$ cat src/rtl/mdc_pkg.sv
// Shared constants for the motion detect configuration block
package mdc_pkg;
	// Register addresses on the serial port
	localparam logic [5:0] ADDR_SERIAL = 6'h04;
	localparam logic [5:0] ADDR_RESET_CMD = 6'h18;
	localparam logic [5:0] ADDR_OFS_X = 6'h1E;
	localparam logic [5:0] ADDR_OFS_Y = 6'h1F;
	localparam logic [5:0] ADDR_OFS_Z = 6'h20;
	localparam logic [5:0] ADDR_MOT_THR = 6'h24;
	localparam logic [5:0] ADDR_STILL_THR = 6'h25;
	localparam logic [5:0] ADDR_STILL_DUR = 6'h26;
	localparam logic [5:0] ADDR_AXIS_CTL = 6'h27;
	localparam logic [5:0] ADDR_RATE_PWR = 6'h2C;
	localparam logic [5:0] ADDR_PWR_CTL = 6'h2D;
	localparam logic [5:0] ADDR_DATA_FIRST = 6'h32;
	localparam logic [5:0] ADDR_DATA_LAST = 6'h37;
	// Reset values, write masks and the soft reset key
	localparam logic [7:0] RESET_CMD_KEY = 8'h52;
	localparam logic [7:0] CFG_RESET = 8'h00;
	localparam logic [7:0] RATE_PWR_RESET = 8'h0A;
	localparam logic [7:0] RATE_PWR_MASK = 8'h1F;
	localparam logic [7:0] PWR_CTL_MASK = 8'h7F;
	// Field positions in motion_axis_control
	localparam int MOT_COUPLING_BIT = 7;
	localparam int MOT_AXIS_X_BIT = 6;
	localparam int STILL_COUPLING_BIT = 3;
	localparam int STILL_AXIS_X_BIT = 2;
	// Field positions in rate_and_power_select and power_control
	localparam int RATE_LSB = 0;
	localparam int LOW_POWER_BIT = 4;
	localparam int I2C_OFF_BIT = 6;
	localparam int CHAIN_BIT = 5;
	localparam int AUTO_SLEEP_BIT = 4;
	localparam int MEASURE_BIT = 3;
	localparam int SLEEP_BIT = 2;
	localparam int WAKE_LSB = 0;
	// Scaling at 1024 counts per g: 3.9 mg is 4 counts, 15.625 mg is 16
	localparam int OFFSET_SHIFT = 2;
	localparam int THRESH_SHIFT = 4;
	// Timing
	localparam longint CLK_HZ = 125000000;
	localparam longint STILL_STEP_S = 1;
	localparam longint STILL_STEP_CYCLES = STILL_STEP_S * CLK_HZ;
	localparam longint INIT_TIME_NS = 800;
	localparam int INIT_CYCLES = int'((INIT_TIME_NS * CLK_HZ
		+ 64'd999999999) / 64'd1000000000);
	// Chaining state machine
	typedef enum logic [2:0] {
		ST_FREE = 3'b001,
		ST_SEEK_STILL = 3'b010,
		ST_SEEK_MOTION = 3'b100
	} mdc_chain_t;
endpackage

$ cat src/rtl/mdc_axis_if.sv
// Per-axis link between the control logic and one axis comparator
interface mdc_axis_if;
	logic sample_stb;
	logic act_arm;
	logic signed [15:0] act_sample;
	logic signed [15:0] inact_sample;
	logic [7:0] act_thr;
	logic [7:0] inact_thr;
	logic act_ac;
	logic inact_ac;
	logic act_hit;
	logic inact_below;
	modport ctl (output sample_stb, act_arm, act_sample, inact_sample,
		act_thr, inact_thr, act_ac, inact_ac, input act_hit, inact_below);
	modport det (input sample_stb, act_arm, act_sample, inact_sample,
		act_thr, inact_thr, act_ac, inact_ac, output act_hit, inact_below);
endinterface

$ cat src/rtl/mdc_axis_det.sv
// One axis of motion and stillness comparison with ac references
module mdc_axis_det (
	// Clock and reset
	input wire logic clk_sys,
	input wire logic rst,
	// Control side
	mdc_axis_if.det bus
);
	logic signed [15:0] act_ref;
	logic signed [15:0] inact_ref;
	logic arm_pend;
	logic [16:0] act_mag;
	logic [16:0] inact_mag;
	logic [16:0] act_lim;
	logic [16:0] inact_lim;

	function automatic logic [16:0] mdc_abs(input logic signed [16:0] d);
		return d[16] ? 17'(-d) : 17'(d);
	endfunction


	always_comb begin
		act_lim = 17'(bus.act_thr) << mdc_pkg::THRESH_SHIFT;
		inact_lim = 17'(bus.inact_thr) << mdc_pkg::THRESH_SHIFT;
		act_mag = bus.act_ac ? mdc_abs(17'(bus.act_sample) - 17'(act_ref))
			: mdc_abs(17'(bus.act_sample));
		inact_mag = bus.inact_ac
			? mdc_abs(17'(bus.inact_sample) - 17'(inact_ref))
			: mdc_abs(17'(bus.inact_sample));
	end

	// Reference taken at the first sample after detection starts
	always_ff @(posedge clk_sys or posedge rst) begin
		if (rst) begin
			arm_pend <= 1'b0;
			act_ref <= 16'sh0000;
		end else if (bus.sample_stb && (arm_pend || bus.act_arm)) begin
			arm_pend <= 1'b0;
			act_ref <= bus.act_sample;
		end else if (bus.act_arm) begin
			arm_pend <= 1'b1;
		end
	end

	always_ff @(posedge clk_sys or posedge rst) begin
		if (rst) begin
			bus.act_hit <= 1'b0;
		end else if (bus.sample_stb) begin
			// No hit on the sample that becomes the ac reference
			bus.act_hit <= (act_mag > act_lim)
				&& !(bus.act_ac && (arm_pend || bus.act_arm));
		end
	end

	always_ff @(posedge clk_sys or posedge rst) begin
		if (rst) begin
			bus.inact_below <= 1'b0;
			inact_ref <= 16'sh0000;
		end else if (bus.sample_stb) begin
			bus.inact_below <= inact_mag < inact_lim;
			if (inact_mag >= inact_lim) begin
				inact_ref <= bus.inact_sample;
			end
		end
	end
endmodule // mdc_axis_det

$ cat src/rtl/mdc_top.sv
// Motion detect configuration: serial registers, offsets, detection
// Contract
// Writing 0x52 to reset_command starts the soft reset.
// Soft reset restarts initialisation and restores configuration defaults.
// Offsets are signed 8-bit, 3.9 mg per count.
// Offset is added to each axis before storing output data.
// Motion threshold unsigned 8-bit, 15.625 mg per count, against magnitude.
// Stillness threshold unsigned 8-bit, 15.625 mg per count.
// Host avoids zero thresholds with the matching interrupt enabled.
// Stillness declared after staying below threshold for duration seconds.
// Stillness uses output samples; at least one sample needed first.
// Zero duration declares stillness as soon as output falls below.
// Coupling bit 0 compares magnitude directly, 1 is ac coupled.
// Ac motion latches a reference at start, compares differences.
// Ac stillness refreshes reference whenever threshold is exceeded.
// Axis enable bits include axes; no axis disables the function.
// Motion fires when any participating axis exceeds threshold.
// Stillness needs every participating axis below for the duration.
// Low power bit selects reduced power, noisier operation.
// Rate field defaults to 0x0A, the 100 Hz rate.
// Samples are discarded when the host link cannot keep up.
// With two-wire disabled, serial traffic never makes a start condition.
// Chained: motion waits for stillness, then stillness resumes.
// Unchained: motion and stillness run concurrently and independently.
// Host writes standby then measure separately when clearing chaining.
// Duration counter runs on the timebase, cleared when an axis rises.
module mdc_top #(
	parameter longint STEP_CYCLES = mdc_pkg::STILL_STEP_CYCLES,
	// Arbitrary neutral value
	parameter logic [7:0] SERIAL_CODE = 8'h5A
) (
	// Clock and reset
	input wire logic clk_sys,
	input wire logic rst,
	// Serial port pins, four-wire mode; sclk doubles as two-wire clock
	input wire logic sclk,
	input wire logic cs_n,
	input wire logic sdi,
	output logic sdo,
	output logic sdo_oe,
	output logic i2c_start,
	// Converter samples, same clock domain
	input wire logic sample_stb,
	input wire logic signed [15:0] raw_x,
	input wire logic signed [15:0] raw_y,
	input wire logic signed [15:0] raw_z,
	// Results
	output logic signed [15:0] out_x,
	output logic signed [15:0] out_y,
	output logic signed [15:0] out_z,
	output logic motion_evt,
	output logic stillness_evt,
	output logic init_busy,
	// Converter and power controls
	output logic [3:0] rate_sel,
	output logic low_power,
	output logic measure,
	output logic sleep,
	output logic auto_sleep,
	output logic [1:0] wake_rate
);
	if (STEP_CYCLES < 2 || STEP_CYCLES > 64'hFFFF_FFFF) begin : g_bad_step
		$error("STEP_CYCLES out of range");
	end

	// Configuration registers
	logic signed [7:0] offset_x_axis;
	logic signed [7:0] offset_y_axis;
	logic signed [7:0] offset_z_axis;
	logic [7:0] motion_threshold;
	logic [7:0] stillness_threshold;
	logic [7:0] stillness_duration;
	logic [7:0] motion_axis_control;
	logic [7:0] rate_and_power_select;
	logic [7:0] power_control;

	// Pin synchronisers: stage one feeds stage two only
	logic sclk_a, sclk_b, sclk_c, cs_a, cs_b, cs_c, sdi_a, sdi_b, sdi_c;
	always_ff @(posedge clk_sys or posedge rst) begin
		if (rst) begin
			{sclk_a, sclk_b, sclk_c} <= 3'b111;
			{cs_a, cs_b, cs_c} <= 3'b111;
			{sdi_a, sdi_b, sdi_c} <= 3'b111;
		end else begin
			{sclk_a, sclk_b, sclk_c} <= {sclk, sclk_a, sclk_b};
			{cs_a, cs_b, cs_c} <= {cs_n, cs_a, cs_b};
			{sdi_a, sdi_b, sdi_c} <= {sdi, sdi_a, sdi_b};
		end
	end
	logic sel;
	logic sclk_rise;
	logic sclk_fall;
	assign sel = !cs_b;
	assign sclk_rise = sel && sclk_b && !sclk_c;
	assign sclk_fall = sel && !sclk_b && sclk_c;

	// Serial port byte engine
	logic [2:0] bit_cnt;
	logic first_byte;
	logic cmd_rd;
	logic cmd_mb;
	logic [5:0] addr;
	logic [7:0] shift_in;
	logic [7:0] shift_out;
	logic [7:0] next_byte;
	logic byte_done;
	logic wr_en;
	logic [7:0] rd_data;
	logic [5:0] rd_addr;

	assign next_byte = {shift_in[6:0], sdi_b};
	assign byte_done = sclk_rise && (bit_cnt == 3'd7);
	assign wr_en = byte_done && !first_byte && !cmd_rd;
	assign rd_addr = first_byte ? next_byte[5:0]
		: (cmd_mb ? addr + 6'd1 : addr);

	always_ff @(posedge clk_sys or posedge rst) begin
		if (rst) begin
			bit_cnt <= 3'd0;
			first_byte <= 1'b1;
			cmd_rd <= 1'b0;
			cmd_mb <= 1'b0;
			addr <= 6'd0;
			shift_in <= 8'h00;
		end else if (!sel) begin
			bit_cnt <= 3'd0;
			first_byte <= 1'b1;
		end else if (sclk_rise) begin
			shift_in <= next_byte;
			bit_cnt <= bit_cnt + 3'd1;
			if (bit_cnt == 3'd7) begin
				first_byte <= 1'b0;
				addr <= rd_addr;
				if (first_byte) begin
					cmd_rd <= next_byte[7];
					cmd_mb <= next_byte[6];
				end
			end
		end
	end

	// Shift out on falling edges, mode 3
	always_ff @(posedge clk_sys or posedge rst) begin
		if (rst) begin
			shift_out <= 8'h00;
			sdo <= 1'b0;
			sdo_oe <= 1'b0;
		end else begin
			sdo_oe <= sel && !first_byte && cmd_rd;
			if (byte_done && (first_byte ? next_byte[7] : cmd_rd)) begin
				shift_out <= rd_data;
			end else if (sclk_fall) begin
				sdo <= shift_out[7];
				shift_out <= {shift_out[6:0], 1'b0};
			end
		end
	end

	// Two-wire start: data falls while clock high and chip select idle
	always_ff @(posedge clk_sys or posedge rst) begin
		if (rst) begin
			i2c_start <= 1'b0;
		end else begin
			i2c_start <= !power_control[mdc_pkg::I2C_OFF_BIT] && cs_b
				&& sclk_b && sclk_c && !sdi_b && sdi_c;
		end
	end

	// Register read mux
	always_comb begin
		case (rd_addr)
			mdc_pkg::ADDR_SERIAL: rd_data = SERIAL_CODE;
			mdc_pkg::ADDR_OFS_X: rd_data = offset_x_axis;
			mdc_pkg::ADDR_OFS_Y: rd_data = offset_y_axis;
			mdc_pkg::ADDR_OFS_Z: rd_data = offset_z_axis;
			mdc_pkg::ADDR_MOT_THR: rd_data = motion_threshold;
			mdc_pkg::ADDR_STILL_THR: rd_data = stillness_threshold;
			mdc_pkg::ADDR_STILL_DUR: rd_data = stillness_duration;
			mdc_pkg::ADDR_AXIS_CTL: rd_data = motion_axis_control;
			mdc_pkg::ADDR_RATE_PWR: rd_data = rate_and_power_select;
			mdc_pkg::ADDR_PWR_CTL: rd_data = power_control;
			mdc_pkg::ADDR_DATA_FIRST: rd_data = out_x[7:0];
			mdc_pkg::ADDR_DATA_FIRST + 6'd1: rd_data = out_x[15:8];
			mdc_pkg::ADDR_DATA_FIRST + 6'd2: rd_data = out_y[7:0];
			mdc_pkg::ADDR_DATA_FIRST + 6'd3: rd_data = out_y[15:8];
			mdc_pkg::ADDR_DATA_FIRST + 6'd4: rd_data = out_z[7:0];
			mdc_pkg::ADDR_DATA_LAST: rd_data = out_z[15:8];
			default: rd_data = 8'h00;
		endcase
	end

	// Soft reset and initialisation timer
	logic soft_rst;
	logic [7:0] init_cnt;
	always_ff @(posedge clk_sys or posedge rst) begin
		if (rst) begin
			soft_rst <= 1'b0;
		end else begin
			soft_rst <= wr_en && (addr == mdc_pkg::ADDR_RESET_CMD)
				&& (next_byte == mdc_pkg::RESET_CMD_KEY);
		end
	end

	always_ff @(posedge clk_sys or posedge rst) begin
		if (rst) begin
			init_cnt <= 8'(mdc_pkg::INIT_CYCLES);
			init_busy <= 1'b1;
		end else if (soft_rst) begin
			init_cnt <= 8'(mdc_pkg::INIT_CYCLES);
			init_busy <= 1'b1;
		end else begin
			init_busy <= init_cnt > 8'd1;
			if (init_cnt != 8'd0) begin
				init_cnt <= init_cnt - 8'd1;
			end
		end
	end

	// Configuration writes; soft reset restores defaults
	always_ff @(posedge clk_sys or posedge rst) begin
		if (rst) begin
			offset_x_axis <= mdc_pkg::CFG_RESET;
			offset_y_axis <= mdc_pkg::CFG_RESET;
			offset_z_axis <= mdc_pkg::CFG_RESET;
			motion_threshold <= mdc_pkg::CFG_RESET;
			stillness_threshold <= mdc_pkg::CFG_RESET;
			stillness_duration <= mdc_pkg::CFG_RESET;
			motion_axis_control <= mdc_pkg::CFG_RESET;
			rate_and_power_select <= mdc_pkg::RATE_PWR_RESET;
			power_control <= mdc_pkg::CFG_RESET;
		end else if (soft_rst) begin
			offset_x_axis <= mdc_pkg::CFG_RESET;
			offset_y_axis <= mdc_pkg::CFG_RESET;
			offset_z_axis <= mdc_pkg::CFG_RESET;
			motion_threshold <= mdc_pkg::CFG_RESET;
			stillness_threshold <= mdc_pkg::CFG_RESET;
			stillness_duration <= mdc_pkg::CFG_RESET;
			motion_axis_control <= mdc_pkg::CFG_RESET;
			rate_and_power_select <= mdc_pkg::RATE_PWR_RESET;
			power_control <= mdc_pkg::CFG_RESET;
		end else if (wr_en) begin
			case (addr)
				mdc_pkg::ADDR_OFS_X: offset_x_axis <= next_byte;
				mdc_pkg::ADDR_OFS_Y: offset_y_axis <= next_byte;
				mdc_pkg::ADDR_OFS_Z: offset_z_axis <= next_byte;
				mdc_pkg::ADDR_MOT_THR: motion_threshold <= next_byte;
				mdc_pkg::ADDR_STILL_THR: stillness_threshold <= next_byte;
				mdc_pkg::ADDR_STILL_DUR: stillness_duration <= next_byte;
				mdc_pkg::ADDR_AXIS_CTL: motion_axis_control <= next_byte;
				mdc_pkg::ADDR_RATE_PWR: begin
					rate_and_power_select <= next_byte & mdc_pkg::RATE_PWR_MASK;
				end
				mdc_pkg::ADDR_PWR_CTL: begin
					power_control <= next_byte & mdc_pkg::PWR_CTL_MASK;
				end
				default: ;
			endcase
		end
	end

	// Converter and power controls follow the registers
	always_ff @(posedge clk_sys or posedge rst) begin
		if (rst) begin
			rate_sel <= 4'h0;
			low_power <= 1'b0;
			measure <= 1'b0;
			sleep <= 1'b0;
			auto_sleep <= 1'b0;
			wake_rate <= 2'b00;
		end else begin
			rate_sel <= rate_and_power_select[mdc_pkg::RATE_LSB +: 4];
			low_power <= rate_and_power_select[mdc_pkg::LOW_POWER_BIT];
			measure <= power_control[mdc_pkg::MEASURE_BIT];
			sleep <= power_control[mdc_pkg::SLEEP_BIT];
			auto_sleep <= power_control[mdc_pkg::AUTO_SLEEP_BIT];
			wake_rate <= power_control[mdc_pkg::WAKE_LSB +: 2];
		end
	end

	// Offset correction; samples dropped while the host holds the port
	logic take;
	logic have_sample;
	assign take = sample_stb && !init_busy && !sel;
	logic signed [15:0] next_out [3];
	assign next_out[0] = raw_x
		+ (16'(offset_x_axis) <<< mdc_pkg::OFFSET_SHIFT);
	assign next_out[1] = raw_y
		+ (16'(offset_y_axis) <<< mdc_pkg::OFFSET_SHIFT);
	assign next_out[2] = raw_z
		+ (16'(offset_z_axis) <<< mdc_pkg::OFFSET_SHIFT);
	always_ff @(posedge clk_sys or posedge rst) begin
		if (rst) begin
			out_x <= 16'sh0000;
			out_y <= 16'sh0000;
			out_z <= 16'sh0000;
			have_sample <= 1'b0;
		end else if (soft_rst) begin
			have_sample <= 1'b0;
		end else if (take) begin
			out_x <= next_out[0];
			out_y <= next_out[1];
			out_z <= next_out[2];
			have_sample <= 1'b1;
		end
	end

	// Axis comparators: motion on raw data, stillness on output data
	logic [2:0] mot_axes, still_axes, hit, below;
	logic mot_en, still_en, mot_run, still_run, mot_run_q, judge;
	logic signed [15:0] raw_v [3];
	assign raw_v = '{raw_x, raw_y, raw_z};
	assign mot_axes = motion_axis_control[mdc_pkg::MOT_AXIS_X_BIT -: 3];
	assign still_axes = motion_axis_control[mdc_pkg::STILL_AXIS_X_BIT -: 3];

	mdc_axis_if ax_if[3] ();
	for (genvar i = 0; i < 3; i++) begin : g_axis
		assign ax_if[i].sample_stb = take;
		assign ax_if[i].act_arm = mot_run && !mot_run_q;
		// Stillness judges the value being stored, so it is not a sample late
		assign ax_if[i].act_sample = raw_v[i];
		assign ax_if[i].inact_sample = next_out[i];
		assign ax_if[i].act_thr = motion_threshold;
		assign ax_if[i].inact_thr = stillness_threshold;
		assign ax_if[i].act_ac = motion_axis_control[mdc_pkg::MOT_COUPLING_BIT];
		assign ax_if[i].inact_ac =
			motion_axis_control[mdc_pkg::STILL_COUPLING_BIT];
		assign hit[2 - i] = ax_if[i].act_hit;
		assign below[2 - i] = ax_if[i].inact_below;
		mdc_axis_det u_det (
			.clk_sys(clk_sys),
			.rst(rst),
			.bus(ax_if[i])
		);
	end

	// Chaining of motion and stillness
	mdc_pkg::mdc_chain_t chain, next_chain;
	assign mot_en = |mot_axes && measure;
	assign still_en = |still_axes && measure;
	always_comb begin
		next_chain = chain;
		case (chain)
			mdc_pkg::ST_FREE: begin
				if (power_control[mdc_pkg::CHAIN_BIT]) begin
					next_chain = mdc_pkg::ST_SEEK_STILL;
				end
			end
			mdc_pkg::ST_SEEK_STILL: begin
				if (!power_control[mdc_pkg::CHAIN_BIT]) begin
					next_chain = mdc_pkg::ST_FREE;
				end else if (stillness_evt) begin
					next_chain = mdc_pkg::ST_SEEK_MOTION;
				end
			end
			mdc_pkg::ST_SEEK_MOTION: begin
				if (!power_control[mdc_pkg::CHAIN_BIT]) begin
					next_chain = mdc_pkg::ST_FREE;
				end else if (motion_evt) begin
					next_chain = mdc_pkg::ST_SEEK_STILL;
				end
			end
			default: next_chain = mdc_pkg::ST_FREE;
		endcase
	end
	always_ff @(posedge clk_sys or posedge rst) begin
		if (rst) begin
			chain <= mdc_pkg::ST_FREE;
		end else begin
			chain <= next_chain;
		end
	end

	// Chaining only bites with both functions enabled
	logic chained;
	assign chained = chain != mdc_pkg::ST_FREE && mot_en && still_en;
	assign mot_run = mot_en && (!chained || chain == mdc_pkg::ST_SEEK_MOTION);
	assign still_run = still_en
		&& (!chained || chain == mdc_pkg::ST_SEEK_STILL);

	always_ff @(posedge clk_sys or posedge rst) begin
		if (rst) begin
			mot_run_q <= 1'b0;
			judge <= 1'b0;
		end else begin
			mot_run_q <= mot_run;
			judge <= take;
		end
	end

	always_ff @(posedge clk_sys or posedge rst) begin
		if (rst) begin
			motion_evt <= 1'b0;
		end else begin
			motion_evt <= judge && mot_run && mot_run_q
				&& |(hit & mot_axes);
		end
	end

	// Stillness duration in one-second steps of the timebase
	logic all_below, declared;
	logic [31:0] step_cnt;
	logic [7:0] still_secs;
	assign all_below = &(below | ~still_axes);
	always_ff @(posedge clk_sys or posedge rst) begin
		if (rst) begin
			step_cnt <= 32'h0000_0000;
			still_secs <= 8'h00;
			declared <= 1'b0;
			stillness_evt <= 1'b0;
		end else begin
			stillness_evt <= 1'b0;
			if (!still_run || soft_rst || (judge && !all_below)) begin
				step_cnt <= 32'h0000_0000;
				still_secs <= 8'h00;
				declared <= 1'b0;
			end else if (have_sample) begin
				if (step_cnt == 32'(STEP_CYCLES - 1)) begin
					step_cnt <= 32'h0000_0000;
					if (still_secs != 8'hFF) begin
						still_secs <= still_secs + 8'd1;
					end
				end else begin
					step_cnt <= step_cnt + 32'd1;
				end
				if (judge && !declared && all_below
					&& still_secs >= stillness_duration) begin
					declared <= 1'b1;
					stillness_evt <= 1'b1;
				end
			end
		end
	end
endmodule // mdc_top

$ cat config.mk
export PLATFORM = sky130hd
export DESIGN_NAME = mdc_top
export DESIGN_NICKNAME = d
export VERILOG_FILES = /design/src/rtl/mdc_pkg.sv /design/src/rtl/mdc_axis_if.sv /design/src/rtl/mdc_axis_det.sv /design/src/rtl/mdc_top.sv
export SDC_FILE = /design/constraint.sdc
export NUM_CORES = 1
export LEC_CHECK = 0
export BUFFER_PORTS_ARGS = -buffer_cell sky130_fd_sc_hd__clkbuf_2
export CAP_MARGIN = 20
export CORE_ASPECT_RATIO = 0.7
export CORE_MARGIN = 2
export CORE_UTILIZATION = 37
export DETAILED_ROUTE_END_ITERATION = 8
export GPL_ROUTABILITY_DRIVEN = 0
export GPL_TIMING_DRIVEN = 0
export PLACE_DENSITY = 0.52
export SLEW_MARGIN = 20
export SYNTH_ARGS = -nofsm -noshare
export SYNTH_HDL_FRONTEND = slang
export SYNTH_SLANG_ARGS = --single-unit
$ cat constraint.sdc
create_clock -name clk_sys -period 14.2 [get_ports clk_sys]
set_input_delay 2.13 -clock clk_sys [delete_from_list [all_inputs] [get_ports clk_sys]]
set_output_delay 2.13 -clock clk_sys [all_outputs]
set_load 0.01 [all_outputs]
## After elaboration in Yosys (flattened, before gate mapping)

Index checks and enable logic that the tools add are counted.

- Register bits after elaboration: 332
- Input port bits: 54
- Output and inout bits: 64

- Muxes and demuxes: 84
- Reductions and logical operators: 113
- Eq/ne operators: 37
- Bitwise gates (word level): 6
- Magnitude comparators: 11
- $add $sub $neg: 26

Operators with widths:

| cell | number |
|---|---|
| 2-to-1 mux 17 bit | 18 |
| 2-to-1 mux 8 bit | 35 |
| case mux 8 bit (16 select lines) | 1 |
| == test 6 bit, second input constant | 20 |
| negator 16 -> 17 bit | 6 |
| negator 17 bit | 6 |
| subtractor 16 x 16 -> 17 bit | 6 |
| 2-to-1 mux 32 bit | 3 |
| >= comparator 17 x 12 -> 1 bit | 3 |
| > comparator 17 x 12 -> 1 bit | 3 |
| < comparator 17 x 12 -> 1 bit | 3 |
| adder 16 x 10 -> 16 bit | 3 |
| nonzero test 2 bit | 22 |
| logical AND 1 bit | 42 |
| AND reduction 2 bit | 17 |
| adder 32 x 1 -> 32 bit, second input constant | 1 |
| == test 32 x 27 -> 1 bit, second input constant | 1 |
| == test 6 x 5 -> 1 bit, second input constant | 5 |
| 2-to-1 mux 3 bit | 7 |
| 2-to-1 mux 1 bit | 17 |
| logical NOT 1 bit | 16 |
| 2-to-1 mux 6 bit | 2 |
| AND reduction 3 bit | 4 |
| case mux 3 bit (3 select lines) | 1 |
| 23 further kinds | 35 |

## Longest topological paths before layout

- Word-level depth: 12
- Mapped depth: 33
- Depth with buffers taken out: 31

## By module

A second synthesis with hierarchy kept.

- Cell total of the unflattened synthesis: 3365
- Area total of the unflattened synthesis: 28758.8 µm²

By module, submodules not included:

| module | instances | cells an instance | area an instance (µm²) |
|---|---|---|---|
| mdc_top | 1 | 1338 | 12787.3 |
| mdc_axis_det at g_axis[0].u_det ... | 2 | 689 | 5393.9 |
| mdc_axis_det at g_axis[1].u_det | 1 | 649 | 5183.7 |

## Worst setup path after synthesis

Ideal clock, no wire load.

- Path type: input to register
- Start point: in raw_z[2]
- End point: reg g_axis[2].u_det.inact_ref[7]
- Data required time: 14.057 ns
- Buffers on the path: 3
- Setup slack: 6.225 ns
- Setup time: 0.143 ns
- Stages on the path: 30
- Arrival: 7.832 ns
- Cell sequence: ha_1 > fa_1 > a211o_1 > a2111oi_0 > o21bai_1 > xnor2_1 > inv_1 > ha_1 > and2_1 > a21o_1 > a31oi_1 > or2_2 > clkbuf_1 > o21ai_0 > xor2_1 > a21oi_1 > ha_1 > nor2b_1 > o21a_1 > o21ai_0 > nand2b_1 > a21oi_1 > nor2b_1 > o21ai_0 > nand2b_1 > a211oi_2 > and3_1 > buf_4 > buf_4 > o31ai_1

- Word-level cells in the longest chain between the ends: 7
- Elaborated cells between the ends (all ways): 9

Ends and longest elaborated chain:

| what | RTL line | source |
|---|---|---|
| start, declared | mdc_top.sv:46 | `input wire logic signed [15:0] raw_z,` |
| adder 16 x 10 -> 16 bit * | mdc_top.sv:290 | `+ (16'(offset_z_axis) <<< mdc_pkg::OFFSET_SHIFT);` |
| via ax_if[2].inact_sample[12] | mdc_axis_if.sv:6 | `logic signed [15:0] inact_sample;` |
| subtractor 16 x 16 -> 17 bit | mdc_axis_det.sv:28 | `? mdc_abs(17'(bus.inact_sample) - 17'(inact_ref))` |
| negator 17 bit | mdc_axis_det.sv:18 | `return d[16] ? 17'(-d) : 17'(d);` |
| 2-to-1 mux 17 bit | mdc_axis_det.sv:18 |  |
| 2-to-1 mux 17 bit * | mdc_axis_det.sv:28 |  |
| >= comparator 17 x 12 -> 1 bit * | mdc_axis_det.sv:61 | `if (inact_mag >= inact_lim) begin` |
| AND reduction 2 bit (no source line) * | - |  |
| end signal, assigned | mdc_axis_det.sv:62 | `inact_ref <= bus.inact_sample;` |
| end, declared | mdc_axis_det.sv:10 | `logic signed [15:0] inact_ref;` |

Mark *: on every way through the listed nets, which the timed path passes. The rest lies on a longest branch.
A chain may end at the register's enable or synchronous reset.

## Worst setup path after layout

- Start point: in raw_z[2]
- End point: reg g_axis[2].u_det.bus.inact_below

- Word-level cells in the longest chain between the ends: 6
- Elaborated cells between the ends (all ways): 8

Ends and longest elaborated chain:

| what | RTL line | source |
|---|---|---|
| adder 16 x 10 -> 16 bit * | mdc_top.sv:290 |  |
| via ax_if[2].inact_sample[8] | mdc_axis_if.sv:6 |  |
| subtractor 16 x 16 -> 17 bit | mdc_axis_det.sv:28 |  |
| negator 17 bit | mdc_axis_det.sv:18 |  |
| 2-to-1 mux 17 bit | mdc_axis_det.sv:18 |  |
| 2-to-1 mux 17 bit * | mdc_axis_det.sv:28 |  |
| < comparator 17 x 12 -> 1 bit * | mdc_axis_det.sv:60 | `bus.inact_below <= inact_mag < inact_lim;` |
| end signal, assigned | mdc_axis_det.sv:60 |  |
| end, declared | mdc_axis_if.sv:16 | `act_thr, inact_thr, act_ac, inact_ac, output act_hit, inact_below);` |

Marked as above.

==> results.py <==
metrics = {
    "critical_path": {
        "arrival_ns": 9.86,
        "crit_slowest_cell": "nor3_1",
        "slowest_delay_ns": 0.78,
        "critPathBufInv": 5,
        "path_class": "primary input to flop",
        "cp-start-kind": "primary input",
        "cp-end-kind": "flop",
        "r2r_cells": 30,
        "critPathMaxFanout": 10,
        "cp_top_family": "compound AO/OA/AOI/OAI gates",
        "cp.required_ns": 14.70,
        "critPathMostFrequentCell": "o21ai_0",
        "worst-path-stages": 31,
    },
    "sta": {
        "skew_ns": 0.0273,
        "setup_viol": 0,
        "min_period_over_period": 0.659,
        "fin_crit_ns": 9.36,
        "slew-limit-headroom": 0.145,
        "fmax_ghz": 0.107,
        "worst_pin_slew_ns": 1.28,
        "rsz0062_at_grt": "false",
        "final_hold_viol_count": 0,
        "drv_slew": 0,
    },
    "drt": {
        "vias_per_cell": 5.80,
        "drt_iter0_markers": 2556,
        "drc_errors": 0,
        "antenna_left": 0,
        "first_pass_iters": 6,
        "via_count": 26500,
        "wire_per_inst_um": 22.5,
        "route.final.wire_length_um": 103000,
    },
    "power": {
        "total_power_w": 0.00375,
        "p_leak_nw": 13.8,
        "peakVddDrop_v": 0.000104,
        "power.density_nw_per_um2": 120,
    },
    "final_layout": {
        "area_growth_pct": 11.7,
        "n_antenna_cell": 0,
        "final_cell_area_um2": 31200,
        "fillerInstances": 7678,
        "layout.nets": 3821,
        "fin_util": 0.417,
        "layout-drive-gt1-share": 0.0886,
    },
    "global_routing": {
        "grt_pass1_wl_um": 155000,
        "first_global_vias": 24500,
        "antenna_found_initial": 2,
        "grt_usage": 0.261,
        "grt_max_degree": 85,
        "gr-total-overflow": 0,
    },
    "synthesis": {
        "synthesis.nets": 3658,
        "synthArstFlopShare": 1.00,
        "synth.most_common_cell": "nor2_1",
        "synth-edff-count": 0,
        "synth_common_cells": "nor2_1 (361), nand2_1 (319), dfrtp_1 (312)",
        "synthesis.area_um2": 27900,
        "ys_types": 96,
        "ys_top_cells_by_area": "dfrtp_1 (28%), ha_1 (9.4%), xnor2_1 (4.9%)",
        "ys_warn_count": 0,
        "synthCells": 3385,
        "synth_seq_area_share": 0.295,
        "synthFlopType": "dfrtp_1",
        "synth_top_area_cell": "dfrtp_1",
        "yosys.area.top_type_share": 0.280,
        "synth.ff_latch_count": 328,
        "synth_area_per_cell_um2": 8.24,
    },
    "floorplanning": {
        "die_area_um2": 77700,
        "die_w_um": 332,
        "core_area_um2": 74800,
        "initial_core_util": 0.373,
        "ioPinCount": 118,
        "rows": 84,
        "die_height_um": 234,
    },
    "flow_run": {
        "max_cap_violations": 0,
    },
    "clocking": {
        "ctsHoldBuffers": 0,
        "cts_sinks": 328,
        "clock_path_buffers": 3,
        "h-tree-depth": 2,
        "ctsResizeCount": 0,
        "path_clk_slew_ns": 0.06,
        "post_cts_buffers": 0,
        "cts_root_buf": "clkbuf_16",
        "clock_latency_ns": 0.60,
        "cts_buffers": 39,
        "cts_tree": "yes",
    },
    "min_path": {
        "hold_class": "flop to flop",
        "holdPathStages": 0,
    },
    "place": {
        "numPortBuffers": 117,
        "dp_hpwl_um": 80600,
        "dpl_cell_area_um2": 29800,
    },
    "status": {
        "status": "completed",
    },
}
-- where the power goes --
| part | internal (W) | switching, W |
|---|---|---|
| logic | 0.000586 | 0.000979 |
| registers | 0.00102 | 0.0000922 |
| clock network | 0.000615 | 0.000453 |
| total | 0.00222 | 0.00153 |
-- area by class of cell --
class / instances / area (µm²) / area share
timing repair buffer: 122 / 683 / 0.0219
clock buffer: 59 / 1180 / 0.0379
buffer: 128 / 527 / 0.0169
inverter: 220 / 833 / 0.0267
sequential: 328 / 8230 / 0.264
clock inverter: 13 / 143 / 0.00457
tap: 989 / 1240 / 0.0397
multi-input combinational: 2709 / 18400 / 0.588
-- layer usage --
layer  vias to the layer above  global-route usage  part of all wire
li1                      12600                   -                 -
met1                     12700               0.389              0.49
met2                       996               0.355              0.38
met3                       120              0.0856              0.11
met4                         6              0.0607             0.022
met5                         -              0.0322            0.0034
-- registers in the layout, indices dropped and copies added, names as in the netlist, 8 cells and up --
name,count
g_axis.u_det.act_ref,48
g_axis.u_det.inact_ref,48
step_cnt,32
out_x,16
out_y,16
out_z,16
ax_if.act_thr,8
ax_if.inact_thr,8
init_cnt,8
motion_axis_control,8
offset_x_axis,8
offset_y_axis,8
offset_z_axis,8
shift_out,8
still_secs,8
stillness_duration,8
-- kinds of logic (layout without fill, tap and decap cells) --
family                     count (synthesis)  in the layout  share of synthesized area
and+or+nand+nor                         1198           1198                      0.207
muxes                                    147            147                     0.0557
DFF                                      328            328                      0.295
AOI/OAI and AO/OA                        908            908                      0.219
buffers and inverters                    348            542                     0.0484
adders and majority gates                220            220                      0.101
xor gates and xnor gates                 236            236                     0.0741
-- metrics by stage --
stage | cells | hold slack (ns) | setup WS, ns | TNS (ns)
after floorplan | 3385 | 0.345 | 3.01 | 0
after global routing | 4568 | 0.364 | 4.37 | 0
after CTS | 4567 | 0.359 | 4.77 | 0
final | 4568 | 0.355 | 4.84 | 0
after global placement | 4491 | 0.346 | -1.66 | -493.82
after detailed placement | 4495 | 0.347 | 4.19 | 0
-- final timing paths --
path,from,to,slack (ns)
max,raw_z[2],g_axis[2].u_det.bus.inact_below,4.84
max reg2reg,offset_z_axis[0],g_axis[2].u_det.bus.inact_below,6.02
min,cs_a,cs_b,0.36
min reg2reg,cs_a,cs_b,0.36
max in group asynchronous,rst,g_axis[1].u_det.act_ref[6],11.20
min in group asynchronous,rst,out_z[5],1.64
-- placed cells by master (no fill, tap or decap), types with 35 or more instances in the layout --
cell / n
a211oi_1: 35
a21o_1: 55
a21oi_1: 176
a31oi_1: 37
and3_1: 36
clkbuf_1: 118
clkbuf_16: 40
clkbuf_2: 120
dfrtp_1: 312
ha_1: 210
inv_1: 217
mux2_2: 46
mux2i_1: 96
nand2_1: 319
nand2b_1: 39
nand3_1: 77
nand4_1: 59
nor2_1: 361
nor3_1: 74
o21a_1: 58
o21ai_0: 219
xnor2_1: 155
xor2_1: 80
Note: power is estimated with default switching activity, not from simulation.
